**config.mk**
```make
export PLATFORM = sky130hd
export DESIGN_NAME = btis_top
export DESIGN_NICKNAME = d
export VERILOG_FILES = /design/src/design/btis_pkg.sv /design/src/design/btis_sync.sv /design/src/design/btis_top.sv
export SDC_FILE = /design/constraint.sdc
export NUM_CORES = 1
export LEC_CHECK = 0
export CORE_ASPECT_RATIO = 1.75
export CORE_MARGIN = 3
export CORE_UTILIZATION = 50
export DETAILED_ROUTE_END_ITERATION = 8
export DONT_BUFFER_PORTS = 1
export GPL_TIMING_DRIVEN = 0
export PLACE_DENSITY = 0.73
export SLEW_MARGIN = 20
export SYNTH_ARGS = -nofsm -noshare
export SYNTH_HDL_FRONTEND = slang
export SYNTH_SLANG_ARGS = --single-unit
```
**constraint.sdc**
```tcl
create_clock -name ref_clk_in -period 4.23 [get_ports ref_clk_in]
set_input_delay 0 -clock ref_clk_in [delete_from_list [all_inputs] [get_ports ref_clk_in]]
set_output_delay 0 -clock ref_clk_in [all_outputs]
set_load 0.05 [all_outputs]
```
**src/design/btis_pkg.sv**
```systemverilog
// Behaviour
// - A read/write input-select register chooses which backplane lines feed the trigger.
// - Several selected lines are ORed; any one of them triggers the board.
// - Select value zero ignores all lines; the internal trigger is used instead.
// - Lines 0 to 5 map to bits 1..32, the star line to 256.
// - Read-only capability field: bits 1..128 mark lines 0-7, 256 the star line.
// - Only the lower sixteen capability bits carry meaning; higher bits read zero.
// - Trigger timing may vary by up to one sample between boards.
// - Line OR combined with channel OR lets any event trigger the whole system.
// - A board routing its own trigger to a line does not self-trigger directly.
// - A line event is a rising edge; the line returns low by stop.
// - Trigger detection is enabled only while pretrigger-done line 7 reads high.
package btis_pkg;

    // ------------------------------------------------------------
    // Register map (indices; byte address is index times four)
    // ------------------------------------------------------------
    localparam logic [15:0] BTIS_IDX_INPUT_SELECT = 16'h9D76;
    localparam logic [15:0] BTIS_IDX_INPUT_CAP    = 16'h9D77;
    localparam logic [15:0] BTIS_IDX_OUTPUT_ROUTE = 16'h9D6C;
    localparam logic [15:0] BTIS_IDX_STATUS       = 16'h9D80;
    localparam int          BTIS_ADDR_W           = 18;
    localparam logic [17:0] BTIS_ADDR_SELECT      = {BTIS_IDX_INPUT_SELECT, 2'b00};
    localparam logic [17:0] BTIS_ADDR_CAP         = {BTIS_IDX_INPUT_CAP, 2'b00};
    localparam logic [17:0] BTIS_ADDR_ROUTE       = {BTIS_IDX_OUTPUT_ROUTE, 2'b00};
    localparam logic [17:0] BTIS_ADDR_STATUS      = {BTIS_IDX_STATUS, 2'b00};

    // ------------------------------------------------------------
    // Field layout
    // ------------------------------------------------------------
    localparam int          BTIS_NUM_LINES  = 8;
    localparam int          BTIS_SEL_LINES  = 6;
    localparam int          BTIS_STAR_BIT   = 8;
    localparam int          BTIS_FIELD_W    = 9;
    localparam int          BTIS_CAP_W      = 16;
    localparam int          BTIS_READY_LINE = 7;
    localparam logic [8:0]  BTIS_SEL_MASK   = 9'h13F;
    localparam logic [8:0]  BTIS_SEL_RESET  = 9'h000;
    localparam logic [15:0] BTIS_CAP_RESET  = 16'h01FF;
    localparam logic [3:0]  BTIS_ROUTE_OFF  = 4'h0;
    localparam logic [3:0]  BTIS_ROUTE_STAR = 4'h9;
    localparam logic [3:0]  BTIS_ROUTE_MAX  = 4'h6;
    localparam logic [1:0]  BTIS_RESP_OKAY  = 2'b00;
    localparam logic [1:0]  BTIS_RESP_SLVERR = 2'b10;

    // ------------------------------------------------------------
    // Carriers
    // ------------------------------------------------------------
    typedef struct packed {
        logic [BTIS_NUM_LINES-1:0] line;
        logic                      star;
    } btis_lines_type;

    typedef struct packed {
        logic        trigger;
        logic        internal_used;
        logic        armed;
    } btis_status_type;

endpackage : btis_pkg

```
**src/design/btis_sync.sv**
```systemverilog
`timescale 1ns/1ps
// ----------------------------------------------------------------
// Two-flop synchroniser, one per bit
// ----------------------------------------------------------------
module btis_sync #(
    parameter int WIDTH = 1
) (
    input  wire logic             ref_clk_in,
    input  wire logic             rst_in,
    input  wire logic [WIDTH-1:0] async_in,
    output logic      [WIDTH-1:0] sync_out
);
    logic [WIDTH-1:0] meta_r;

    // First stage feeds only the second stage
    always_ff @(posedge ref_clk_in or posedge rst_in) begin
        if (rst_in) begin
            meta_r   <= '0;
            sync_out <= '0;
        end else begin
            meta_r   <= async_in;
            sync_out <= meta_r;
        end
    end
endmodule : btis_sync

```
**src/design/btis_top.sv**
```systemverilog
// Design decision made here: the AXI4-Lite register port.
`timescale 1ns/1ps
module btis_top
    import btis_pkg::*;
#(
    parameter logic [15:0] CAPABILITY = BTIS_CAP_RESET
) (
    input  wire logic                   ref_clk_in,
    input  wire logic                   rst_in,
    // AXI4-Lite slave
    input  wire logic [BTIS_ADDR_W-1:0] s_axi_awaddr_in,
    input  wire logic                   s_axi_awvalid_in,
    output logic                        s_axi_awready_out,
    input  wire logic [31:0]            s_axi_wdata_in,
    input  wire logic [3:0]             s_axi_wstrb_in,
    input  wire logic                   s_axi_wvalid_in,
    output logic                        s_axi_wready_out,
    output logic [1:0]                  s_axi_bresp_out,
    output logic                        s_axi_bvalid_out,
    input  wire logic                   s_axi_bready_in,
    input  wire logic [BTIS_ADDR_W-1:0] s_axi_araddr_in,
    input  wire logic                   s_axi_arvalid_in,
    output logic                        s_axi_arready_out,
    output logic [31:0]                 s_axi_rdata_out,
    output logic [1:0]                  s_axi_rresp_out,
    output logic                        s_axi_rvalid_out,
    input  wire logic                   s_axi_rready_in,
    // Backplane trigger lines; ready line 7 open drain, routed lines and star driven both ways
    input  wire logic [7:0]             trig_line_in,
    input  wire logic                   star_line_in,
    output logic [7:0]                  trig_line_out,
    output logic [7:0]                  trig_line_oe_out,
    output logic                        star_line_out,
    output logic                        star_line_oe_out,
    // Board trigger logic
    input  wire logic                   internal_trig_in,
    input  wire logic                   pretrig_done_in,
    input  wire logic                   board_running_in,
    output logic                        trigger_out
);

    // ------------------------------------------------------------
    // Registers and state
    // ------------------------------------------------------------
    logic [BTIS_FIELD_W-1:0] select_r;
    logic [3:0]              route_r;
    logic                    aw_held_r;
    logic                    w_held_r;
    logic [BTIS_ADDR_W-1:0]  awaddr_r;
    logic [31:0]             wdata_r;
    logic [3:0]              wstrb_r;
    logic                    trig_prev_r;
    logic                    trigger_r;
    logic                    route_level_r;
    logic                    ready_drv_r;
    btis_lines_type          lines_s;
    btis_status_type         status_s;
    logic [8:0]              raw_s;
    logic [8:0]              sync_s;
    logic [2:0]              local_s;
    logic [2:0]              local_sync_s;
    logic                    line_or_s;
    logic                    armed_s;
    logic                    rise_s;
    logic                    own_rise_s;
    logic                    int_prev_r;
    logic                    do_write_s;

    // Address decode used by both channels
    function automatic logic is_mapped(input logic [BTIS_ADDR_W-1:0] a);
        return (a == BTIS_ADDR_SELECT) || (a == BTIS_ADDR_CAP) ||
               (a == BTIS_ADDR_ROUTE) || (a == BTIS_ADDR_STATUS);
    endfunction : is_mapped

    // ------------------------------------------------------------
    // Pin synchronisation
    // ------------------------------------------------------------
    // Line bits first, star last, to match the carrier's field order
    assign raw_s   = {trig_line_in, star_line_in};
    assign local_s = {board_running_in, pretrig_done_in, internal_trig_in};

    btis_sync #(.WIDTH(9)) u_line_sync (
        .ref_clk_in (ref_clk_in),
        .rst_in     (rst_in),
        .async_in   (raw_s),
        .sync_out   (sync_s)
    );

    btis_sync #(.WIDTH(3)) u_local_sync (
        .ref_clk_in (ref_clk_in),
        .rst_in     (rst_in),
        .async_in   (local_s),
        .sync_out   (local_sync_s)
    );

    assign lines_s = btis_lines_type'(sync_s);

    // ------------------------------------------------------------
    // Trigger selection
    // ------------------------------------------------------------
    // Bits 0..5 pick lines 0..5, bit 8 the star line
    assign line_or_s = |(lines_s.line[BTIS_SEL_LINES-1:0] & select_r[BTIS_SEL_LINES-1:0])
                     | (lines_s.star & select_r[BTIS_STAR_BIT]);

    // Open-collector ready line gates all detection
    assign armed_s    = lines_s.line[BTIS_READY_LINE];
    assign rise_s     = line_or_s & ~trig_prev_r;
    assign own_rise_s = local_sync_s[0] & ~int_prev_r;

    // Edge history
    always_ff @(posedge ref_clk_in or posedge rst_in) begin
        if (rst_in) begin
            trig_prev_r <= 1'b0;
            int_prev_r  <= 1'b0;
        end else begin
            trig_prev_r <= line_or_s;
            int_prev_r  <= local_sync_s[0];
        end
    end

    // Board trigger pulse; sync delay costs the one-sample skew
    always_ff @(posedge ref_clk_in or posedge rst_in) begin
        if (rst_in) begin
            trigger_r <= 1'b0;
        end else if (!armed_s) begin
            trigger_r <= 1'b0;
        end else if (select_r != BTIS_SEL_RESET) begin
            trigger_r <= rise_s;
        end else if (route_r != BTIS_ROUTE_OFF) begin
            trigger_r <= 1'b0;
        end else begin
            trigger_r <= own_rise_s;
        end
    end
    assign trigger_out = trigger_r;

    // Own trigger driven on the routed line until the board stops
    always_ff @(posedge ref_clk_in or posedge rst_in) begin
        if (rst_in) begin
            route_level_r <= 1'b0;
        end else if (!local_sync_s[2]) begin
            route_level_r <= 1'b0;
        end else if (own_rise_s && armed_s) begin
            route_level_r <= 1'b1;
        end
    end

    // Ready line held low until pretrigger done
    always_ff @(posedge ref_clk_in or posedge rst_in) begin
        if (rst_in) begin
            ready_drv_r <= 1'b1;
        end else begin
            ready_drv_r <= ~local_sync_s[1];
        end
    end

    // Output drivers; ready line high is left to the pull-up, routed lines drive both levels
    for (genvar g = 0; g < BTIS_NUM_LINES; g++) begin : g_drv
        if (g == BTIS_READY_LINE) begin : g_rdy
            assign trig_line_out[g]    = 1'b0;
            assign trig_line_oe_out[g] = ready_drv_r;
        end else begin : g_trg
            assign trig_line_out[g]    = route_level_r;
            assign trig_line_oe_out[g] = (route_r == 4'(g + 1));
        end
    end
    assign star_line_out    = route_level_r;
    assign star_line_oe_out = (route_r == BTIS_ROUTE_STAR);

    assign status_s = '{trigger: trigger_r, internal_used: (select_r == BTIS_SEL_RESET), armed: armed_s};

    // ------------------------------------------------------------
    // AXI4-Lite write channel
    // ------------------------------------------------------------
    assign s_axi_awready_out = ~aw_held_r & ~s_axi_bvalid_out;
    assign s_axi_wready_out  = ~w_held_r & ~s_axi_bvalid_out;
    assign do_write_s        = aw_held_r & w_held_r & ~s_axi_bvalid_out;

    // Address and data may arrive in either order
    always_ff @(posedge ref_clk_in or posedge rst_in) begin
        if (rst_in) begin
            aw_held_r <= 1'b0;
            w_held_r  <= 1'b0;
            awaddr_r  <= '0;
            wdata_r   <= '0;
            wstrb_r   <= '0;
        end else begin
            if (s_axi_awvalid_in && s_axi_awready_out) begin
                aw_held_r <= 1'b1;
                awaddr_r  <= s_axi_awaddr_in;
            end else if (do_write_s) begin
                aw_held_r <= 1'b0;
            end
            if (s_axi_wvalid_in && s_axi_wready_out) begin
                w_held_r <= 1'b1;
                wdata_r  <= s_axi_wdata_in;
                wstrb_r  <= s_axi_wstrb_in;
            end else if (do_write_s) begin
                w_held_r <= 1'b0;
            end
        end
    end

    // Register writes; unselectable bits are dropped
    always_ff @(posedge ref_clk_in or posedge rst_in) begin
        if (rst_in) begin
            select_r <= BTIS_SEL_RESET;
            route_r  <= BTIS_ROUTE_OFF;
        end else if (do_write_s) begin
            if (awaddr_r == BTIS_ADDR_SELECT) begin
                if (wstrb_r[0]) select_r[7:0] <= wdata_r[7:0] & BTIS_SEL_MASK[7:0];
                if (wstrb_r[1]) select_r[8]   <= wdata_r[8] & BTIS_SEL_MASK[8];
            end else if (awaddr_r == BTIS_ADDR_ROUTE && wstrb_r[0]) begin
                if (wdata_r[3:0] <= BTIS_ROUTE_MAX || wdata_r[3:0] == BTIS_ROUTE_STAR) begin
                    route_r <= wdata_r[3:0];
                end
            end
        end
    end

    // Write response
    always_ff @(posedge ref_clk_in or posedge rst_in) begin
        if (rst_in) begin
            s_axi_bvalid_out <= 1'b0;
            s_axi_bresp_out  <= BTIS_RESP_OKAY;
        end else if (do_write_s) begin
            s_axi_bvalid_out <= 1'b1;
            s_axi_bresp_out  <= is_mapped(awaddr_r) ? BTIS_RESP_OKAY : BTIS_RESP_SLVERR;
        end else if (s_axi_bready_in) begin
            s_axi_bvalid_out <= 1'b0;
        end
    end

    // ------------------------------------------------------------
    // AXI4-Lite read channel
    // ------------------------------------------------------------
    assign s_axi_arready_out = ~s_axi_rvalid_out;

    // Read data; capability upper bits stay zero
    always_ff @(posedge ref_clk_in or posedge rst_in) begin
        if (rst_in) begin
            s_axi_rvalid_out <= 1'b0;
            s_axi_rdata_out  <= '0;
            s_axi_rresp_out  <= BTIS_RESP_OKAY;
        end else if (s_axi_arvalid_in && s_axi_arready_out) begin
            s_axi_rvalid_out <= 1'b1;
            s_axi_rresp_out  <= is_mapped(s_axi_araddr_in) ? BTIS_RESP_OKAY : BTIS_RESP_SLVERR;
            case (s_axi_araddr_in)
                BTIS_ADDR_SELECT: s_axi_rdata_out <= {23'h000000, select_r};
                BTIS_ADDR_CAP:    s_axi_rdata_out <= {16'h0000, CAPABILITY};
                BTIS_ADDR_ROUTE:  s_axi_rdata_out <= {28'h0000000, route_r};
                BTIS_ADDR_STATUS: s_axi_rdata_out <= {29'h00000000, status_s};
                default:          s_axi_rdata_out <= 32'h00000000;
            endcase
        end else if (s_axi_rready_in) begin
            s_axi_rvalid_out <= 1'b0;
        end
    end

endmodule : btis_top

```
-- Yosys cells after proc, flatten, opt, wreduce, memory -nomap -nowiden
Cells that the tools add are included.
- register bits after elaboration: 109
- bits in latches: 0
- memory bits (writable): 0
- bits in read-only memories: 0
- input bits: 91
- output and inout port bits: 60
- logic and storage cells: 96
- memories kept: 0
- add/subtract/negate cells: 0
- multipliers: 0
- divide/modulo/power cells: 0
- $lt $le $gt $ge: 1
- equality and inequality tests: 18
- shifts and indexed selects: 0
- mux-type cells: 15
- bitwise operators: 17
- reduce and logical (&&, ||, !) cells: 23
- operators with widths (operator ; count):
    18-bit equality test (second input constant) ; 8
    9-bit case mux with 4 select lines ; 1
    4-bit by 3-bit equality test with 1-bit output (second input constant) ; 4
    1-bit 2-to-1 mux ; 12
    9-bit logical NOT ; 1
    9-bit nonzero test ; 1
    4-bit by 2-bit equality test with 1-bit output (second input constant) ; 2
    4-bit equality test (second input constant) ; 2
    1-bit inverter ; 8
    2-bit nonzero test ; 4
    1-bit AND ; 7
    1-bit logical OR ; 7
    6-bit AND ; 1
    3-bit AND reduction ; 2
    6-bit OR reduction ; 1
    1-bit logical AND ; 5
    4-bit by 1-bit equality test with 1-bit output (second input constant) ; 1
    4-bit by 3-bit <= comparator with 1-bit output (second input constant) ; 1
    2-bit 2-to-1 mux ; 2
    4-bit AND reduction ; 1
    4-bit nonzero test ; 1
    2-bit != test (second input constant) ; 1
    1-bit OR ; 1

-- Logic depth before layout (Yosys ltp)
Gate-level depths: netlist of the first run.
- depth after elaboration: 6
- gate-level depth with buffers: 6
- gate-level depth less buffers: 5

-- By module
From an unflattened synthesis of the first run, not the netlist that was laid out.
- cells, all modules: 277
- area total of the unflattened synthesis: 3473.3 sq um
- modules (own cells, without submodules) (module ; instances ; cells an instance ; area an instance (sq um)):
    btis_top ; 1 ; 251 ; 2865.2
    btis_sync (u_line_sync) ; 1 ; 19 ; 454.2
    btis_sync (u_local_sync) ; 1 ; 7 ; 153.9

-- Least setup slack after synthesis of the first run
Ideal clock, no wire load.
- kind: flip-flop to flip-flop
- start point: reg s_axi_bvalid_out
- end point: reg awaddr_r[0]
- arrival: 2.307 ns
- required time: 4.105 ns
- path slack: 1.798 ns
- cell stages (with the launch flop): 6
- path buffers: 2
- path through: dfrtp_1 > nor2_1 > and2_1 > buf_2 > buf_2 > mux2_2
- longest elaborated chain between the ends: 3
- RTL lines (element ; line ; source):
    start, declared ; btis_top.sv:19 ; output logic s_axi_bvalid_out,
    start signal, assigned ; btis_top.sv:224 ; s_axi_bvalid_out <= 1'b0;
    start signal, assigned ; btis_top.sv:227 ; s_axi_bvalid_out <= 1'b1;
    start signal, assigned ; btis_top.sv:230 ; s_axi_bvalid_out <= 1'b0;
    1-bit inverter ; btis_top.sv:175 ; assign s_axi_awready_out = ~aw_held_r & ~s_axi_bvalid_out;
    1-bit AND ; btis_top.sv:175 ;
    named net s_axi_awready_out ; btis_top.sv:13 ; output logic s_axi_awready_out,
    1-bit logical AND ; btis_top.sv:188 ; if (s_axi_awvalid_in && s_axi_awready_out) begin
    end signal, assigned ; btis_top.sv:190 ; awaddr_r <= s_axi_awaddr_in;
    end, declared ; btis_top.sv:49 ; logic [BTIS_ADDR_W-1:0] awaddr_r;
The timed path passes the listed nets, and every way through them passes these cells.
A chain may end at the register's enable or synchronous reset.

-- Worst setup path after layout of the first run
- start point: reg s_axi_bvalid_out
- end point: reg awaddr_r[8]
The elaborated chain is that of the path after synthesis.

==> results of run 1 <==
-- worst register-to-register path: stages (launching register included) --
cell and delay, ps:
dfrtp_1 600, nor2_1 820, and2_1 220, buf_2 220, buf_2 290, mux2_2 380
-- per-layer routing --
layer / GRT usage [%] / wire length [um] / vias up
met4: 10.4 / 206 / 0
met3: 5.63 / 576 / 13
met1: 19.2 / 2330 / 1066
met2: 32.7 / 3760 / 96
met5: 0 / 0 / -
li1: - / - / 1079
-- placed cells by master, fill, tap and decap left out, drive strengths merged, types with 4 or more instances in the layout --
cell	Yosys	final
dfrtp	78	78
dlygate4sd3	0	47
clkbuf	3	16
o21ai	13	13
conb	1	26
nand3	7	7
buf	38	39
nand4	8	8
inv	5	5
nand2	13	13
a21oi	13	13
nor2b	6	6
nand2b	4	4
nor2	10	10
mux2	38	38
nor3	9	9
-- stage by stage --
stage | area, um2 | util [%]
floorplan | 3520 | -
global placement | 3620 | 55.0
detailed placement | 3680 | 55.9
CTS | 4420 | 67.1
global route | 4420 | 67.1
finish | 4420 | 67.1
-- worst max path at each step --
stage	slack (ps)	cells after the start	startpoint	endpoint
floorplan	1800	5	s_axi_bvalid_out	awaddr_r[0]
finish	1590	5	s_axi_bvalid_out	awaddr_r[8]
CTS	1610	5	s_axi_bvalid_out	awaddr_r[0]
global route	1510	5	s_axi_bvalid_out	awaddr_r[8]
detailed placement	1610	5	s_axi_bvalid_out	awaddr_r[0]
global placement	1500	1	rst_in	u_line_sync.meta_r[3]
-- power by group through the flow --
stage / registers (mW) / clock network [mW] / logic (mW)
finish: 1.07 / 0.686 / 0.481
global route: 1.10 / 0.735 / 0.521
CTS: 1.07 / 0.701 / 0.485
detailed placement: 1.08 / 0 / 0.450
global placement: 1.07 / 0 / 0.431
floorplan: 1.04 / 0 / 0.404
-- cell type report --
| class | count | area share (%) |
|---|---|---|
| Clock inverter | 3 | 0.425 |
| Timing Repair Buffer | 48 | 11.3 |
| Sequential cell | 79 | 44.8 |
| Tap cell | 82 | 2.32 |
| Clock buffer | 13 | 5.66 |
| Multi-Input combinational cell | 176 | 28.4 |
| Inverter | 5 | 0.481 |
| Buffer | 41 | 6.68 |
-- kinds of logic (layout without fill, tap and decap cells) --
| family | count (synthesis) | count (layout) |
|---|---|---|
| AO/OA/AOI/OAI | 35 | 35 |
| other | 1 | 26 |
| buffers and inverters | 46 | 110 |
| AND/OR/NAND/NOR | 77 | 77 |
| multiplexers | 38 | 38 |
| flip-flops | 79 | 79 |
-- sequential cells by signal, indices dropped and copies added (netlist names), 2 cells and up --
name,flops
awaddr_r,18
u_line_sync.meta_r,8
s_axi_rdata_out,8
u_local_sync.meta_r,3
u_local_sync.sync_out,3
select_r,7
u_line_sync.sync_out,8
wstrb_r,2
wdata_r,7
route_r,4
==> results.cfg, run 1 <==
[outcome]
status = finished clean

[clock_tree]
clk_latency_ps = 330
htreeDepth = 3
ctsResizeCount = 0
clk_pin_slew_ps = 60
cts_root_buffer = clkbuf_16
clockBufferDepth = 2
cts_tree = built
cts_buffers = 9
post_cts_buffers = 0
cts_hold_buf = 47
clkSinkCount = 79

[worst_setup_path]
ff2ff_setup_slack_ps = 1590
cp-start-kind = flip-flop
worstRegToRegCells = 5
cpMostUsedCell = buf_2
arrival_ps = 2850
slowest_delay_ps = 820
r2r_start = s_axi_bvalid_out
path_buf_inv = 2
reg2reg_to = awaddr_r[8]
path_class = reg -> reg
end_kind = flip-flop
crit_chain = nor2_1 -> and2_1 -> buf_2 -> buf_2 -> mux2_2
path_delay_family = simple AND/OR/NAND/NOR gates
cp_max_fo = 10
critPathRequiredTime_ps = 4440
cpMaxStageDelayCell = nor2_1

[sta]
relSlewSlack_pct = 35.4
hold_violations = 0
timing.setup.tns_ps = 0
finalMaxSlewViolations = 0
min_period_over_period_pct = 62.5
worst_pin_slew_ps = 966
fin_crit_ps = 2640
setup_slack_ps = 1590
final-setup-viol-count = 0
whs_ps = 9.09
skew_ps = 6.65
fmax_mhz = 378
rsz0062_at_grt = no

[global_route]
grt.total_usage_pct = 18.8
grt_overflow_total = 0
antenna_found_initial = 0
grt_max_degree = 56
grt_pass1_wl_mm = 10.7
grt_pass1_vias = 2330

[drt]
first_pass_iters = 4
drc = 0
drtIter0Drc = 70
routed_wl_mm = 6.87
wl_per_cell_um = 15.4
num_vias = 2254
vias_per_cell = 5.04
ant_nets = 0

[final_layout]
regArea_um2 = 1980
n_fill_cell = 517
multi_input_area_um2 = 1250
final_cells = 447
antennaDiodeCount = 0
area_growth_pct = 28.9
nNetsFinal = 451
drive_gt1_share_pct = 30.7

[synth]
synthMuxAreaShare_pct = 13.1
yosysTopAreaCellShare_pct = 56.9
avgSynthCellArea_um2 = 12.4
yosys.area.top_type = dfrtp_1
ys_seq_area_share_pct = 57.7
synth_top_family_by_area = simple AND/OR/NAND/NOR gates
synthAdderAreaFrac_pct = 0
synth_compound_area_share_pct = 6.02
yosysWarnings = 0
yosys.cell_count.top_type = dfrtp_1
synthTopCellsByArea = dfrtp_1 57%, mux2_2 11%, buf_4 7.7%
synth-xor-area-share_pct = 0
yosys-top-cells-count = 78 x dfrtp_1, 35 x buf_4, 32 x mux2_2
synth_ff_type = dfrtp_1
synth-seq-cells = 79
async_flop_share_pct = 100
synth-edff-count = 0
synth_cell_types = 44
synthCells = 276
yosys.area_share.simple_pct = 13.9
synth_area_um2 = 3430

[hold_path]
holdCritStartpoint = s_axi_arvalid_in
hp-class = in -> reg
holdPathStages = 3
min_to = s_axi_rdata_out[3]

[floorplan]
die_x_um = 68.6
core_area_um2 = 6590
die_h_um = 116
start_util_pct = 52.0
ioPinCount = 151
die_area_um2 = 7930
fp-row-count = 39

[flow_run]
cap_violations = 0

[pwr]
total_power_mw = 2.24
pwr-share-seq_pct = 47.8
swShare_pct = 29.8
peakVddDrop_v = 0.000446
power.switching_mw = 0.667
powerDensity_nw_per_um2 = 506
pwr-share-clk_pct = 30.7
p_leak_nw = 1.99
p_comb_share_pct = 21.5
p_int_mw = 1.57

[placement]
dp.cells = 384
gp_congestion = 0.752
post-place-ws_ps = 1610
io_buffers = 0
hpwl_mm = 5.01
Power figures use the tool's default switching activity.
==> run 2: changes to the inputs <==
--- a/config.mk
+++ b/config.mk
@@ -5,6 +5,7 @@
 export SDC_FILE = /design/constraint.sdc
 export NUM_CORES = 1
 export LEC_CHECK = 0
+export ABC_AREA = 1
 export CORE_ASPECT_RATIO = 1.75
 export CORE_MARGIN = 3
 export CORE_UTILIZATION = 50
==> constraint.sdc (replaced) <==
create_clock -name ref_clk_in -period 2.5 [get_ports ref_clk_in]
set_input_delay 0 -clock ref_clk_in [delete_from_list [all_inputs] [get_ports ref_clk_in]]
set_output_delay 0 -clock ref_clk_in [all_outputs]
set_load 0.05 [all_outputs]
==> results.cfg, run 2 <==
[placement]
io_buffers = 0
hpwl_mm = 5.89
gp_congestion = 0.799
place_area_um2 = 4010

[floorplan]
die_x_um = 71.5
core_area_um2 = 7230
start_util_pct = 51.8
die_area_um2 = 8610
fp-row-count = 41
ioPinCount = 151
die_h_um = 121

[sta]
hold_violations = 0
skew_ps = 7.53
rsz0062_at_grt = no
fmax_mhz = 442
finalMaxSlewViolations = 0
relSlewSlack_pct = 40.0
fin_crit_ps = 2260
worst_pin_slew_ps = 897
final-setup-viol-count = 0
min_period_over_period_pct = 90.6
timing.setup.tns_ps = 0

[global_route]
grt_max_degree = 49
grt.total_usage_pct = 20.2
grt_pass1_vias = 3127
grt_pass1_wl_mm = 13.5
grt_overflow_total = 0
antenna_found_initial = 0

[hold_path]
holdCritStartpoint = s_axi_wvalid_in
min_to = wdata_r[4]
holdPathStages = 2
hp-class = in -> reg

[drt]
ant_nets = 0
vias_per_cell = 5.02
wl_per_cell_um = 13.9
num_vias = 2980
drc = 0
drtIter0Drc = 83
routed_wl_mm = 8.28
first_pass_iters = 4

[clock_tree]
post_cts_buffers = 0
clkSinkCount = 79
htreeDepth = 3
clockBufferDepth = 2
cts_root_buffer = clkbuf_16
clk_pin_slew_ps = 50
clk_latency_ps = 340
cts_buffers = 9
cts_tree = built

[worst_setup_path]
worstRegToRegCells = 4
critPathRequiredTime_ps = 2710
cp-start-kind = flip-flop
path_class = reg -> reg
r2r_start = s_axi_bvalid_out
ff2ff_setup_slack_ps = 240
reg2reg_to = awaddr_r[0]
crit_start = s_axi_bvalid_out
cp_max_fo = 10
arrival_ps = 2470
end_kind = flip-flop

[pwr]
pwr-share-seq_pct = 43.2
total_power_mw = 4.23
p_comb_share_pct = 24.3
swShare_pct = 33.3
p_int_mw = 2.82
pwr-share-clk_pct = 32.5
p_leak_nw = 2.39
powerDensity_nw_per_um2 = 883
power.switching_mw = 1.41
peakVddDrop_v = 0.000783

[outcome]
status = finished clean

[final_layout]
final_area_um2 = 4790
layout_commonest_cell = nand2_1
area_growth_pct = 27.9
top_register = awaddr_r
largest_reg_flops = 18
fin_util_pct = 66.3
antennaDiodeCount = 0
nNetsFinal = 594
mostFrequentLayoutCells = 81 x nand2_1, 78 x dfrtp_1, 49 x nor2_1, 46 x dlygate4sd3_1, 36 x inv_1
drive_gt1_share_pct = 20.3

[synth]
synthCells = 420
synth_ff_type = dfrtp_1
synth-seq-cells = 79
yosys-top-cells-count = 81 x nand2_1, 78 x dfrtp_1, 50 x nor2_1
async_flop_share_pct = 100
synth_area_um2 = 3750
synth-edff-count = 0
avgSynthCellArea_um2 = 8.93
ys_seq_area_share_pct = 52.8
yosysTopAreaCellShare_pct = 52.1
yosysWarnings = 0
yosys.area.top_type = dfrtp_1
yosys.cell_count.top_type = nand2_1
synth_cell_types = 34
synthTopCellsByArea = dfrtp_1 52%, nand2_1 8.1%, buf_4 7.0%

[flow_run]
cap_violations = 0
==> run 2: cell families (layout without fill, tap and decap cells) <==
logic type / Yosys count / count (layout) / synth area share [%]
and+or+nand+nor: 200 / 200 / 24.7
buffers and inverters: 92 / 155 / 12.9
DFF: 79 / 79 / 52.8
AOI/OAI and AO/OA: 32 / 32 / 4.71
muxes: 16 / 16 / 4.81
other: 1 / 26 / 0.100
==> run 2: critical path: stages (launching register included) <==
cell	delay [ps]
dfrtp_1	620
nor2_2	590
nand2_2	300
buf_2	280
mux2_1	340
==> run 2: power groups by stage <==
stage	Clock (mW)	Combinational, mW	Sequential, mW
after floorplan	0	0.796	1.78
after global placement	0	0.890	1.81
after detailed placement	0	0.922	1.83
after CTS	1.40	1.00	1.81
after global routing	1.44	1.14	1.86
final	1.38	1.03	1.83
==> run 2: per-stage QoR <==
stage          hold slack (ps)  std cells  worst slack, ps
6_report                  3.39        594              235
4_1_cts                   2.13        594             19.6
2_1_floorplan             31.4        445              236
3_5_place_dp             -98.8        532            -20.2
5_1_grt                   9.93        594              127
3_3_place_gp              31.5        531             -185
==> run 2: repair_timing <==
item | 4_1_cts | 5_1_grt
hold buffers | 46 | 0
gates resized for setup | 1 | 1
hold endpoints to repair | 128 | 0
endpoints found under the setup margin | 3 | 1
==> run 2: how the worst max path moves through the flow <==
stage / end / slack (ps) / cells after the start
after floorplan: wdata_r[1] / 240 / 4
after global placement: s_axi_rresp_out[1] / -180 / 1
after detailed placement: wstrb_r[0] / -20 / 4
after CTS: wdata_r[8] / 20 / 4
after global routing: awaddr_r[0] / 130 / 4
final: awaddr_r[0] / 240 / 4
==> run 2: area by class of cell <==
class / instances / area [um2]
timing repair buffer: 47 / 488
clock inverter: 4 / 70.1
sequential: 79 / 1980
inverter: 51 / 194
tap: 86 / 108
clock buffer: 12 / 246
fill: 596 / 2440
multi-input combinational: 274 / 1420
buffer: 41 / 292
==> run 2: layer usage <==
layer	vias to the layer above	GRT usage, %	routed length [um]
met3	21	5.99	585
li1	1459	-	-
met5	-	0	0
met2	106	38.4	4660
met1	1394	18.8	2790
met4	0	10.0	241
==> run 3: changes to the inputs <==
==> constraint.sdc (replaced) <==
create_clock -name ref_clk_in -period 2.15 [get_ports ref_clk_in]
set_input_delay 0 -clock ref_clk_in [delete_from_list [all_inputs] [get_ports ref_clk_in]]
set_output_delay 0 -clock ref_clk_in [all_outputs]
set_load 0.05 [all_outputs]
==> results.cfg, run 3 (synthesis results as in run 2) <==
[outcome]
status = finished clean

[drt]
num_vias = 2942
drtIter0Drc = 91
routed_wl_mm = 8.50
vias_per_cell = 4.95
ant_nets = 0
wl_per_cell_um = 14.3
first_pass_iters = 4
drc = 0

[pwr]
p_leak_nw = 2.37
powerDensity_nw_per_um2 = 1010
peakVddDrop_v = 0.00107

[floorplan]
die_h_um = 121
ioPinCount = 151
fp-row-count = 41
core_area_um2 = 7230
die_area_um2 = 8610
start_util_pct = 51.8
die_x_um = 71.5

[sta]
hold_violations = 0
fmax_mhz = 491
worst_pin_slew_ps = 898
finalMaxSlewViolations = 0
rsz0062_at_grt = no
min_period_over_period_pct = 94.7
final-setup-viol-count = 0
whs_ps = 35.0
relSlewSlack_pct = 39.9
skew_ps = 6.65
fin_crit_ps = 2040

[hold_path]
min_to = s_axi_rdata_out[3]
hp-class = in -> reg
holdCritStartpoint = s_axi_araddr_in[17]
holdPathStages = 6

[global_route]
grt_pass1_vias = 3013
grt_max_degree = 49
grt_pass1_wl_mm = 13.6
grt_overflow_total = 0
grt.total_usage_pct = 20.4
antenna_found_initial = 0

[final_layout]
area_growth_pct = 27.6
n_fill_cell = 584
layout_commonest_cell = nand2_1
top_register = awaddr_r
nNetsFinal = 594
drive_gt1_share_pct = 20.5
final_area_um2 = 4780
antennaDiodeCount = 0
largest_reg_flops = 18
mostFrequentLayoutCells = 81 x nand2_1, 78 x dfrtp_1, 49 x nor2_1, 46 x dlygate4sd3_1, 36 x inv_1

[worst_setup_path]
cp-start-kind = flip-flop
ff2ff_setup_slack_ps = 110
path_buf_inv = 1
end_kind = flip-flop
path_delay_family = simple AND/OR/NAND/NOR gates
slowest_delay_ps = 640
critPathRequiredTime_ps = 2360
cp_max_fo = 10
arrival_ps = 2250
r2r_start = s_axi_bvalid_out
reg2reg_to = awaddr_r[1]
worstRegToRegCells = 4
path_class = reg -> reg
crit_chain = nor2_4 -> nand2_2 -> buf_2 -> mux2_1
cpMaxStageDelayCell = dfrtp_1

[placement]
hpwl_mm = 5.97
place_area_um2 = 4010
io_buffers = 0
gp_congestion = 0.857

[clock_tree]
cts_tree = built
clkSinkCount = 79
cts_buffers = 9
htreeDepth = 3
clk_latency_ps = 330
clk_pin_slew_ps = 60
clockBufferDepth = 2
cts_root_buffer = clkbuf_16

[flow_run]
cap_violations = 0
==> run 3: cell type report <==
type	instances	area [um2]	share of cell area [%]
sequential	79	1980	41.4
inverter	51	194	4.05
clock buffer	11	243	5.07
tap	86	108	2.25
clock inverter	5	57.6	1.20
timing repair buffer	47	488	10.2
multi-input combinational	274	1420	29.8
buffer	41	292	6.09
==> run 3: repair_timing <==
item | 4_1_cts | 5_1_grt
resized for setup | 2 | 0
endpoints found under the hold margin | 128 | 0
endpoints found under the setup margin | 6 | 0
hold buffers | 46 | 0
setup buffers | 0 | 0
==> run 3: how the worst max path moves through the flow <==
stage / from / end / cells after the start
final: s_axi_bvalid_out / awaddr_r[1] / 4
after floorplan: rst_in / aw_held_r / 1
after detailed placement: s_axi_bvalid_out / awaddr_r[0] / 4
after CTS: s_axi_bvalid_out / awaddr_r[0] / 4
after global placement: rst_in / s_axi_rdata_out[3] / 1
after global routing: s_axi_bvalid_out / awaddr_r[0] / 4
==> run 3: metal layers <==
metal	routed length [um]	GRT usage, %	vias to the layer above	share of wire, %
met4	196	8.82	0	2.3
li1	-	-	1459	-
met5	0	0	-	0
met1	2820	19.4	1352	33
met2	4930	39.7	113	58
met3	548	4.91	18	6.4
==> run 3: power breakdown <==
group	switching (mW)	total (mW)	internal [mW]	leakage, nW
clock	0.575	1.50	0.928	0.138
sequential	0.323	2.13	1.80	0.960
combinational	0.764	1.19	0.427	1.27
==> run 3: worst min-delay path: stages <==
cell,delay (ps)
inv_2,30
nor2_2,50
nand4_1,80
nand3_1,60
nand2_1,60
nand2_1,40
==> run 3: through the flow <==
stage	cells	utilization (%)	power, mW	setup TNS, ps	setup WS [ps]
after floorplan	445	-	2.99	0	128
after global placement	531	54.6	3.15	-44740	-578
after detailed placement	532	55.5	3.21	-335	-83.2
after CTS	594	66.1	4.81	0	118
after global routing	594	66.1	5.08	0	36.8
final	594	66.1	4.82	0	114
